$ cat src/include/coax_pkg.sv
// constants for the coax line pulse-width serdes and read dma
// Notes on behaviour
// - zero 210 ns, one 630 ns, sample 420 ns
// - eight-stage delay register finds each rising edge
// - one-tick sample pulse, then delay register clears
// - guard latch blocks second sample on long one
// - final stage high after twelfth pulse marks character
// - strobe masked around shift pulse; clear on fall
// - data characters stretch strobe two extra ticks
// - data character moves sampling to late tap
// - transmit-active disables receive edge detection
// - poll or read loads reply; others clear
// - transmit only answers poll or read
// - fifteen-tick bit timer, reset by each receive pulse
// - poll sets load mode; thirteenth pulse starts transmit
// - first transmit pulse loads; shift clock ORed
// - encoder drives zero strobe, adds one strobe
// - twelfth transmit pulse ends poll, sends parity
// - thirteenth pulse empties shifter; strobe end stops
// - read streams 1920 characters, then stops
// - read selects dma path and zeroes counter
// - load request stretches memory cycle on phase four
// - dma step advances counter, selects buffer data
// - later characters start dma in bits twelve-thirteen
// - parity clears on load, toggles per one
package coax_pkg;
  // clock rates in mhz
  localparam int MCLK_MHZ = 50;
  localparam int SAMPLE_MHZ = 17;
  // system clocks per sampling tick, rounded to nearest
  localparam int TICK_DIV = (MCLK_MHZ + SAMPLE_MHZ / 2) / SAMPLE_MHZ;
  // nominal line pulse widths and sample point
  localparam int ZERO_PULSE_NS = 210;
  localparam int ONE_PULSE_NS = 630;
  localparam int SAMPLE_POINT_NS = 420;
  // transmit strobe widths
  localparam int ONE_STROBE_NS = 670;
  localparam int ZERO_STROBE_NS = 180;
  localparam logic [3:0] ONE_STROBE_TICKS =
    4'(ONE_STROBE_NS * SAMPLE_MHZ / 1000);
  localparam logic [3:0] ZERO_STROBE_TICKS =
    4'(ZERO_STROBE_NS * SAMPLE_MHZ / 1000);
  // transmit bit period in ticks, last count value
  localparam logic [3:0] BIT_LAST = 4'he;
  // delay register and tap positions
  localparam int DLY_STAGES = 8;
  localparam int EARLY_TAP = 5;
  localparam int LATE_TAP = 7;
  // character framing
  localparam int SHIFT_W = 12;
  localparam logic [3:0] CHAR_BITS = 4'hc;
  localparam logic [3:0] TX_DATA_LAST = 4'hb;
  localparam logic [3:0] TX_PARITY_BIT = 4'hc;
  localparam logic [3:0] TX_LAST_BIT = 4'hd;
  // strobe stretch for data characters, in ticks
  localparam logic [1:0] EXT_TICKS = 2'h2;
  // read transfer shape
  localparam int READ_CHARS = 1920;
  localparam int ADDR_W = 11;
  localparam int DATA_W = 10;
endpackage

$ cat src/verilog/coax_serdes.sv
// coax pwm receive/transmit serdes with read dma sequencing
//
// Added by the designer: the strobed register port and the placing of the registers.
`timescale 1ns/1ps
module coax_serdes #(
  parameter int DATA_W     = coax_pkg::DATA_W,
  parameter int ADDR_W     = coax_pkg::ADDR_W,
  parameter int READ_CHARS = coax_pkg::READ_CHARS
) (
  input  wire logic              mclk_i,
  input  wire logic              srst_i,
  input  wire logic              line_rx_i,
  input  wire logic              cmd_poll_i,
  input  wire logic              cmd_read_i,
  input  wire logic              cmd_data_i,
  input  wire logic [DATA_W-1:0] status_word_i,
  input  wire logic [DATA_W-1:0] buf_data_i,
  input  wire logic              phase4_i,
  output logic                   line_tx_o,
  output logic                   tx_active_o,
  output logic [11:0]            rx_char_o,
  output logic                   char_in_o,
  output logic                   poll_pending_o,
  output logic                   read_pending_o,
  output logic                   shifter_empty_flag_o,
  output logic                   dma_select_o,
  output logic                   dma_clear_o,
  output logic                   dma_cycle_stretch_o,
  output logic                   dma_step_o,
  output logic [ADDR_W-1:0]      dma_addr_o
);

  // sampling tick generator
  logic [1:0]  tick_cnt;      // system clocks within a tick
  logic        tick;          // one-clock tick marker
  // receive front end
  logic        line_s;        // registered line level
  logic [7:0]  dly;           // edge delay register
  logic        guard_latch;   // blocks re-entry of a long one
  logic        samp;          // sample pulse, one tick wide
  logic        late_sel;      // sample from late tap
  logic [3:0]  rx_cnt;        // receive pulses in this character
  // shifter and transmit state
  logic [11:0] sh;            // serializer/deserializer
  logic        load_mode;     // next shift clock loads
  logic        load_req;      // buffer fetch wanted
  logic [3:0]  bit_timer;     // transmit bit width counter
  logic [3:0]  tx_bit;        // transmit bit number, 0 before load
  logic        par;           // running transmit parity
  logic        par_bit;       // parity bit to send
  logic        src_buf;       // reply source is buffer
  logic [10:0] char_cnt;      // read characters sent
  logic        read_q;        // read pending, delayed

  // tap selection and decode terms
  wire         tap_sel;       // selected sampling tap
  wire         pre_sel;       // stage ahead of selected tap
  wire         rx_shift;      // receive shift event
  wire         rx_last;       // thirteenth receive shift event
  wire         tx_pulse;      // transmit shift event
  wire         shift_clk;     // combined shifter clock
  wire         mask;          // strobe mask window
  wire         char_now;      // unmasked character complete
  wire         strobe_next;   // next strobe level
  wire         strobe_fall;   // strobe about to drop
  wire         strobe_end;    // end of one strobe in last bit
  wire         last_char;     // this read character is final
  wire         cur_bit;       // bit being transmitted
  wire         one_s;         // one strobe active
  wire         zero_s;        // zero strobe active
  wire         next_line;     // encoded line level
  wire         read_rise;     // read pending just set
  wire [DATA_W-1:0] load_word; // parallel reply source

  // late tap once a data character is decoded
  assign tap_sel = late_sel ? dly[coax_pkg::LATE_TAP]
                            : dly[coax_pkg::EARLY_TAP];
  assign pre_sel = late_sel ? dly[coax_pkg::LATE_TAP - 1]
                            : dly[coax_pkg::EARLY_TAP - 1];
  // a sample fires on the tap's first tick, never while sending
  assign rx_shift = tick & tap_sel & ~samp & ~tx_active_o;
  assign rx_last = rx_shift & (rx_cnt == coax_pkg::CHAR_BITS);
  assign tx_pulse = tick & tx_active_o
                    & (bit_timer == coax_pkg::BIT_LAST);
  assign shift_clk = rx_shift | tx_pulse;
  // mask one tick ahead of and during the shift pulse
  assign mask = pre_sel | samp;
  assign char_now = sh[coax_pkg::SHIFT_W - 1] & ~mask
                    & (rx_cnt == coax_pkg::CHAR_BITS);
  assign strobe_next = char_now;
  assign strobe_fall = char_in_o & ~strobe_next;
  assign strobe_end = tick & tx_active_o
                      & (tx_bit == coax_pkg::TX_LAST_BIT)
                      & (bit_timer == coax_pkg::ONE_STROBE_TICKS);
  assign last_char = (char_cnt == 11'(READ_CHARS - 1));
  // data bits, then parity, then a zero thirteenth bit
  assign cur_bit = (tx_bit == coax_pkg::TX_PARITY_BIT) ? par_bit
                 : (tx_bit == coax_pkg::TX_LAST_BIT) ? 1'b0
                 : sh[coax_pkg::SHIFT_W - 1];
  assign one_s = bit_timer < coax_pkg::ONE_STROBE_TICKS;
  assign zero_s = bit_timer < coax_pkg::ZERO_STROBE_TICKS;
  // zero strobe always, one strobe added for ones
  assign next_line = tx_active_o & ~samp & (tx_bit != 4'h0)
                     & (zero_s | (one_s & cur_bit));
  assign read_rise = read_pending_o & ~read_q;
  assign load_word = src_buf ? buf_data_i : status_word_i;

  // tick divider for the sampling rate
  always_ff @(posedge mclk_i) begin
    if (srst_i || tick_cnt == 2'(coax_pkg::TICK_DIV - 1)) begin
      tick_cnt <= 2'h0;
    end else begin
      tick_cnt <= tick_cnt + 2'h1;
    end
  end
  always_ff @(posedge mclk_i) begin
    tick <= ~srst_i & (tick_cnt == 2'(coax_pkg::TICK_DIV - 1));
  end

  // register the incoming line level
  always_ff @(posedge mclk_i) begin
    line_s <= srst_i ? 1'b0 : line_rx_i;
  end

  // edge delay register, cleared after each sample
  always_ff @(posedge mclk_i) begin
    if (srst_i) begin
      dly <= 8'h00;
    end else if (tick) begin
      if (samp || tx_active_o) begin
        dly <= 8'h00;
      end else begin
        dly <= {dly[6:0], line_s & guard_latch};
      end
    end
  end

  // guard latch, rearmed only when the line goes low
  always_ff @(posedge mclk_i) begin
    if (srst_i) begin
      guard_latch <= 1'b1;
    end else if (tick) begin
      if (samp || tx_active_o) begin
        guard_latch <= 1'b0;
      end else if (!line_s) begin
        guard_latch <= 1'b1;
      end
    end
  end

  // sample pulse lasts exactly one tick
  always_ff @(posedge mclk_i) begin
    if (srst_i) begin
      samp <= 1'b0;
    end else if (tick) begin
      samp <= tap_sel & ~samp & ~tx_active_o;
    end
  end

  // receive pulse count and tap choice
  always_ff @(posedge mclk_i) begin
    if (srst_i) begin
      rx_cnt <= 4'h0;
      late_sel <= 1'b0;
    end else begin
      if (rx_last) begin
        rx_cnt <= 4'h0;
        late_sel <= 1'b0;
      end else if (rx_shift) begin
        rx_cnt <= rx_cnt + 4'h1;
      end
      if (char_now && cmd_data_i) begin
        // later tap moves the mask, holding the strobe two ticks
        late_sel <= 1'b1;
      end
    end
  end

  // character strobe and held parallel data
  always_ff @(posedge mclk_i) begin
    if (srst_i) begin
      char_in_o <= 1'b0;
      rx_char_o <= 12'h000;
    end else begin
      char_in_o <= strobe_next;
      if (char_now) begin
        rx_char_o <= sh;
      end
    end
  end

  // shifter: load, empty, shift, or clear after a character
  always_ff @(posedge mclk_i) begin
    if (srst_i) begin
      sh <= 12'h000;
    end else if (shift_clk && load_mode) begin
      sh <= {1'b1, load_word, 1'b0};
    end else if (tx_pulse && tx_bit == coax_pkg::TX_PARITY_BIT) begin
      sh <= 12'h000;
    end else if (shift_clk) begin
      sh <= {sh[10:0], ~tx_active_o & line_s};
    end else if (strobe_fall && !load_mode) begin
      sh <= 12'h000;
    end
  end

  // load mode: set by a reply or the next read character
  always_ff @(posedge mclk_i) begin
    if (srst_i) begin
      load_mode <= 1'b0;
    end else if (char_now && (cmd_poll_i || cmd_read_i)) begin
      load_mode <= 1'b1;
    end else if (tx_pulse && load_mode) begin
      load_mode <= 1'b0;
    end else if (tx_pulse && tx_bit == coax_pkg::TX_PARITY_BIT) begin
      load_mode <= read_pending_o & ~last_char;
    end
  end

  // poll and read pending latches
  always_ff @(posedge mclk_i) begin
    if (srst_i) begin
      poll_pending_o <= 1'b0;
      read_pending_o <= 1'b0;
    end else begin
      if (char_now && cmd_poll_i) begin
        poll_pending_o <= 1'b1;
      end else if (tx_pulse && tx_bit == coax_pkg::TX_DATA_LAST) begin
        poll_pending_o <= 1'b0;
      end
      if (char_now && cmd_read_i) begin
        read_pending_o <= 1'b1;
      end else if (tx_pulse && tx_bit == coax_pkg::TX_PARITY_BIT
                   && last_char) begin
        read_pending_o <= 1'b0;
      end
    end
  end

  // transmit-active latch
  always_ff @(posedge mclk_i) begin
    if (srst_i) begin
      tx_active_o <= 1'b0;
    end else if (rx_last && load_mode) begin
      tx_active_o <= 1'b1;
    end else if (strobe_end && !load_mode) begin
      tx_active_o <= 1'b0;
    end
  end

  // bit width counter, restarted by each receive pulse
  always_ff @(posedge mclk_i) begin
    if (srst_i || rx_shift) begin
      bit_timer <= 4'h0;
    end else if (tick) begin
      bit_timer <= (bit_timer == coax_pkg::BIT_LAST) ? 4'h0
                                                     : bit_timer + 4'h1;
    end
  end

  // transmit bit number
  always_ff @(posedge mclk_i) begin
    if (srst_i || (rx_last && load_mode)) begin
      tx_bit <= 4'h0;
    end else if (tx_pulse) begin
      tx_bit <= load_mode ? 4'h1 : tx_bit + 4'h1;
    end
  end

  // serial parity over bits one to eleven
  always_ff @(posedge mclk_i) begin
    if (srst_i) begin
      par <= 1'b0;
      par_bit <= 1'b0;
    end else if (tx_pulse) begin
      if (load_mode) begin
        par <= 1'b0;
      end else if (tx_bit <= coax_pkg::TX_DATA_LAST) begin
        par <= par ^ sh[coax_pkg::SHIFT_W - 1];
      end
      if (tx_bit == coax_pkg::TX_DATA_LAST) begin
        // odd parity across bits one to twelve
        par_bit <= ~(par ^ sh[coax_pkg::SHIFT_W - 1]);
      end
    end
  end

  // shifter-empty flag
  always_ff @(posedge mclk_i) begin
    if (srst_i || (shift_clk && load_mode)) begin
      shifter_empty_flag_o <= 1'b0;
    end else if (tx_pulse && tx_bit == coax_pkg::TX_PARITY_BIT) begin
      shifter_empty_flag_o <= 1'b1;
    end
  end

  // registered line driver
  always_ff @(posedge mclk_i) begin
    line_tx_o <= srst_i ? 1'b0 : next_line;
  end

  // read character count and address path select
  always_ff @(posedge mclk_i) begin
    if (srst_i) begin
      read_q <= 1'b0;
      dma_select_o <= 1'b0;
      dma_clear_o <= 1'b0;
      char_cnt <= 11'h000;
    end else begin
      read_q <= read_pending_o;
      dma_select_o <= read_pending_o;
      dma_clear_o <= read_rise;
      if (read_rise) begin
        char_cnt <= 11'h000;
      end else if (tx_pulse && tx_bit == coax_pkg::TX_PARITY_BIT) begin
        char_cnt <= char_cnt + 11'h001;
      end
    end
  end

  // buffer fetch request: first on read, then in bits 12-13
  always_ff @(posedge mclk_i) begin
    if (srst_i) begin
      load_req <= 1'b0;
    end else if (read_rise) begin
      load_req <= 1'b1;
    end else if (tx_pulse && tx_bit == coax_pkg::TX_DATA_LAST
                 && read_pending_o && !last_char) begin
      load_req <= 1'b1;
    end else if (load_req && phase4_i) begin
      load_req <= 1'b0;
    end
  end

  // cycle stretch and step, held until the shifter loads
  always_ff @(posedge mclk_i) begin
    if (srst_i) begin
      dma_cycle_stretch_o <= 1'b0;
      dma_step_o <= 1'b0;
    end else if (load_req && phase4_i) begin
      dma_cycle_stretch_o <= 1'b1;
      dma_step_o <= 1'b1;
    end else if (tx_pulse && load_mode) begin
      dma_cycle_stretch_o <= 1'b0;
      dma_step_o <= 1'b0;
    end
  end

  // address counter: zeroed on read, stepped on step trailing edge
  always_ff @(posedge mclk_i) begin
    if (srst_i || read_rise) begin
      dma_addr_o <= '0;
    end else if (dma_step_o && tx_pulse && load_mode) begin
      dma_addr_o <= dma_addr_o + ADDR_W'(1);
    end
  end

  // reply source: buffer once stepped, status otherwise
  always_ff @(posedge mclk_i) begin
    if (srst_i || (strobe_end && !load_mode)) begin
      src_buf <= 1'b0;
    end else if (load_req && phase4_i) begin
      src_buf <= 1'b1;
    end
  end

endmodule
$ cat config.mk
export PLATFORM = sky130hd
export DESIGN_NAME = coax_serdes
export DESIGN_NICKNAME = d
export VERILOG_FILES = /design/src/include/coax_pkg.sv /design/src/verilog/coax_serdes.sv
export SDC_FILE = /design/constraint.sdc
export NUM_CORES = 1
export LEC_CHECK = 0
export BUFFER_PORTS_ARGS = -buffer_cell sky130_fd_sc_hd__buf_2
export CORE_MARGIN = 2
export CORE_UTILIZATION = 51
export CTS_CLUSTER_SIZE = 14
export DETAILED_ROUTE_END_ITERATION = 10
export PLACE_DENSITY = 0.76
export SLEW_MARGIN = 20
export SYNTH_ARGS = -nofsm -noshare
export SYNTH_HDL_FRONTEND = slang
export SYNTH_SLANG_ARGS = --single-unit
export TNS_END_PERCENT = 1
$ cat constraint.sdc
create_clock -name mclk_i -period 1.93 [get_ports mclk_i]
set_clock_uncertainty 0.15 [all_clocks]
set_input_delay 0 -clock mclk_i [delete_from_list [all_inputs] [get_ports mclk_i]]
set_output_delay 0 -clock mclk_i [all_outputs]
set_load 0.005 [all_outputs]
# Word-level counts from Yosys, hierarchy flattened
# Index checks and enable logic that the tools add are counted.
# Widths: inputs -> output; s select.
[totals]
romBits = 0
wordCells = 157
mem_count = 0
latchBits = 0
out_inout_bits = 33
ff_bits = 87
ramBits = 0
[op_classes]
mul = 0
reduce_logical = 44
n_div = 0
mux = 32
n_addsub = 6
bitwise = 34
shifts = 0
n_eq_ne = 9
order_cmp = 3
[op_table]
columns = ["cell", "count"]
rows = [
  ["$mux 12", 4],
  ["$eq 4x4->1 const B", 6],
  ["$mux 1", 24],
  ["$add 11x1->11 const B", 2],
  ["$and 1x1->1", 22],
  ["$logic_and 1x1->1", 17],
  ["$reduce_bool 2->1", 7],
  ["$add 4x1->4 const B", 3],
  ["$eq 11x11->1 const B", 1],
  ["$mux 10", 1],
  ["$logic_or 1x1->1", 8],
  ["$mux 4", 2],
  ["$mux 8", 1],
  ["$not 1->1", 8],
  ["$reduce_bool 4->1", 2],
  ["$reduce_and 2->1", 3],
  ["$reduce_bool 3->1", 2],
  ["$le 4x4->1 const B", 1],
  ["$lt 4x2->1 const B", 1],
  ["$lt 4x4->1 const B", 1],
  ["$reduce_or 2->1", 2],
  ["$or 1x1->1", 3],
  ["$reduce_or 3->1", 1],
  ["$add 2x1->2 const B", 1],
  ["other kinds (4)", 5],
]

# Longest topological paths before layout
[logic_depth]
depth_word = 12
mapped_depth = 7
ltp_nobuf = 6

# Worst setup path before layout
# OpenSTA, ideal clock, no wires.
[synth_path]
kind = "reg2reg"
startpoint = "register tx_bit[0]"
endpoint = "register sh[1]"
stages_incl_launch_ff = 8
n_path_buf = 1
slack_ns = 0.114
setup_time_ns = 0.059
arrival_time_ns = 1.607
period_less_slack_ns = 1.816
path_cell_list = "dfxtp_1 -> inv_1 -> ha_1 -> and3_1 -> buf_4 -> a311oi_2 -> o2bb2ai_1 -> a22o_1"
[synth_between]
elab_chain_len = 4
word_cells_on_any_way = 5
[synth_rtl]
columns = ["element", "line", "source"]
rows = [
  ["start, declared", "coax_serdes.sv:48", "logic [3:0] tx_bit;"],
  ["start signal, assigned", "coax_serdes.sv:266", "tx_bit <= load_mode ? 4'h1 : tx_bit + 4'h1;"],
  ["$eq 4x4->1 *", "coax_serdes.sv:198", "end else if (tx_pulse && tx_bit == coax_pkg::TX_PARITY_BIT) begin"],
  ["$logic_and 1x1->1 *", "coax_serdes.sv:198", ""],
  ["$mux 12", "coax_serdes.sv:198", ""],
  ["$mux 12", "coax_serdes.sv:196", "end else if (shift_clk && load_mode) begin"],
  ["end signal, assigned", "coax_serdes.sv:197", "sh <= {1'b1, load_word, 1'b0};"],
  ["end signal, assigned", "coax_serdes.sv:201", "sh <= {sh[10:0], ~tx_active_o & line_s};"],
  ["end, declared", "coax_serdes.sv:44", "logic [11:0] sh;"],
]
# Mark *: on every way between the ends. The rest lies on a longest branch, timed or not.
# A chain may end at the register's enable or synchronous reset.

# Worst setup path after layout
[layout_path]
startpoint = "register tick"
endpoint = "register dma_addr_o[9]"
[layout_between]
elab_chain_len = 4
[layout_rtl]
columns = ["element", "line", "source"]
rows = [
  ["start, declared", "coax_serdes.sv:35", "logic tick;"],
  ["start signal, assigned", "coax_serdes.sv:117", "tick <= ~srst_i & (tick_cnt == 2'(coax_pkg::TICK_DIV - 1));"],
  ["$and 1x1->1", "coax_serdes.sv:83", "assign tx_pulse = tick & tx_active_o"],
  ["$and 1x1->1", "coax_serdes.sv:84", "& (bit_timer == coax_pkg::BIT_LAST);"],
  ["$logic_and 1x1->1 (2 in a row)", "coax_serdes.sv:353", "end else if (dma_step_o && tx_pulse && load_mode) begin"],
  ["end signal, assigned", "coax_serdes.sv:354", "dma_addr_o <= dma_addr_o + ADDR_W'(1);"],
  ["end, declared", "coax_serdes.sv:30", "output logic [ADDR_W-1:0] dma_addr_o"],
]
# Every way passes these cells.

==> reports/summary.txt <==
nets@finish = 570
vias per std cell = 5.51
Post-Syn Area = 3930 um2
Top FF cell, synth = dfxtp_1
CP Class = reg -> reg
wire length on met3 = 469 um
Critical Path RT = 2.03 ns
vias in the first global route = 3488
Tightest Pin Transition = 0.468 ns
Post-Synthesis Cells = 437
via count = 3538
FF+latch count, synth = 87
P per Cell Area = 688 nW/um2
PortBufs = 59
Rel. slew slack = 68.6%
RD Place Congestion = 0.901
n_diodes = 0
EDFF count, synth = 0
H-Tree Depth = 3
Iteration-0 DRC Markers = 196
worst hold path type = in -> reg
DR top layer = met4
GRT Total Usage = 22.8%
hold slack = 0.231 ns
wl on met1 = 4220 um
Synth warnings = 0
DRC = 0
clock-pin slew on the worst setup and hold paths = 0.09 ns
Worst Setup SP = tick
row cnt = 32
Worst setup SP type = flop
Top Ports = 60
outcome = finished, final reports clean
initial antenna violation count = 0
unrepaired setup endpoints after global routing = true
largest net degree at the start of global routing = 28
post-route cell area = 4970 um2
met2 wire length = 4550 um
core area = 7610 um2
DRT Pass-1 Iters = 5
CP Max Fanout = 12
Peak VDD IR = 0.493 mV
final-report setup violation count = 0
Final Critical Period = 1.91 ns
area delta synth->final = 26.6%
ratio of cells with drive above 1 in the final layout = 24.1%
most frequent cells in the layout = dfxtp_1, buf_2, a21oi_1, nand2_1, nor2_1
leak pwr = 1.99 nW
CTS tree = built
Final ANT Viol Nets = 0
Die ar. = 8420 um2
Post-synth ARST share = 0%
post-CTS setup buffer count = 0
cts bufs inserted = 9
Max clock buf depth = 2
Die X = 91.8 um
CP endpoint kind = flop
final wirelength = 9360 um
post-synthesis sequential area ratio = 44.3%
fillers = 629
initial core utilization = 51.7%
setup ws final = 0.0222 ns
Max Slew Vio Count = 0
commonest non-fill, non-tap cell in the layout = dfxtp_1
Max Freq = 524 MHz
Post-Synthesis Net Count = 472
post-synthesis average cell area = 8.99 um2
hold wc startpoint = line_rx_i
Distinct cells, synth = 59
pre-CTS setup slack = -0.0756 ns
clk sinks = 87
Max Cap Viol = 0
wire per inst = 14.6 um
crit share post-route = 98.8%
worst skew pair latency = 0.35 ns
Reg2Reg Launch Point = tick
Hold Vio Cnt, Final = 0
WP data arrival = 2.01 ns
GRT Residual Overflow = 0
DP HPWL = 6470 um
Die Y = 91.8 um
Post-DP Area = 4420 um2
wire length of the first global-routing pass = 15700 um
root buf cell = clkbuf_8
## timing repair
action	4_1_cts	5_1_grt
cloned	0	1
pin swaps	0	1
hold buffers	26	0
endpoints found under the setup margin	15	27
endpoints found under the hold margin	21	0
gates resized for setup	2	13
## kinds of logic after synthesis
group                    count (synthesis)  share of synthesized area [%]
multiplexers                            17                           4.43
flip-flops                              87                           44.3
buffers and inverters                   42                           5.06
XOR/XNOR                                12                           2.67
adder cells (fa/ha/maj)                  8                           2.55
AO/OA/AOI/OAI                          109                           18.3
AND/OR/NAND/NOR                        162                           22.7
## cell usage after synthesis (4+ instances only)
library cell   n  area share, %
a21oi_1       44            5.6
a22o_1        12            2.7
a22oi_1        8            1.5
a31oi_1        4           0.64
and2_1         4           0.64
and3_1         8            1.3
buf_1          4           0.38
buf_2          9            1.1
clkbuf_1       8           0.76
dfxtp_1       87             44
ha_1           8            2.5
inv_1         15            1.4
mux2i_1       14            3.6
nand2_1       39            3.7
nand2b_1       4           0.64
nand3_1       12            1.5
nand4_1        6           0.96
nor2_1        37            3.5
nor2b_1        6           0.96
nor3_1        11            1.4
o21ai_0       16            2.0
o2bb2ai_1      6            1.3
or3_1         12            1.9
xnor2_1        5            1.1
xor2_1         7            1.6
## routing by layer
metal  vias to the layer above  track usage (%)
met2                       113             38.8
li1                       1759                -
met5                         -                0
met1                      1657             28.9
met3                         9             5.51
met4                         0             6.34
## power by group
part           switching (mW)  internal, mW  leakage (nW)  total (mW)
logic                   0.115         0.121          1.18       0.236
registers              0.0172          1.82         0.703        1.83
clock network           0.695         0.657         0.109        1.35
total                   0.828          2.59          1.99        3.42
## per-stage QoR
step | TNS [ns] | instances | total power, mW | util, %
floorplan | 0 | 437 | 1.98 | -
global placement | 0 | 599 | 2.05 | 58.1
detailed placement | -0.296 | 599 | 2.06 | 58.1
CTS | 0 | 641 | 3.44 | 64.5
global route | -0.0357 | 642 | 3.54 | 65.4
finish | 0 | 642 | 3.42 | 65.4
## flip-flops by register name, summed over array words and instances (netlist names), 2 cells and up
register / flops
char_cnt: 11
tick_cnt: 2
dly: 8
tx_bit: 4
rx_cnt: 4
dma_addr_o: 11
rx_char_o: 12
bit_timer: 4
sh: 12
## final timing paths
check	to	slack, ns	depth (start not counted)
worst min-delay path	line_s	0.23	3
worst max-delay path	dma_addr_o[9]	0.02	4
worst max register to register	dma_addr_o[9]	0.02	4
worst min register to register	tick_cnt[0]	0.28	1
## worst max-delay path: stages, from the launching register on
cell,delay [ns]
dfxtp_1,0.42
and4_4,0.41
nand4_1,0.23
nor3_1,0.22
mux2_2,0.36
## layout make-up
cell class / instances / area (um2) / share of cell area, %
Clock buffer: 10 / 138 / 2.77
Clock inverter: 6 / 76.3 / 1.53
Inverter: 16 / 60.1 / 1.21
Multi-Input combinational cell: 308 / 2060 / 41.5
Sequential cell: 87 / 1740 / 35.1
Tap cell: 102 / 128 / 2.57
Timing Repair Buffer: 113 / 763 / 15.3
(Power assumes the default switching activity.)
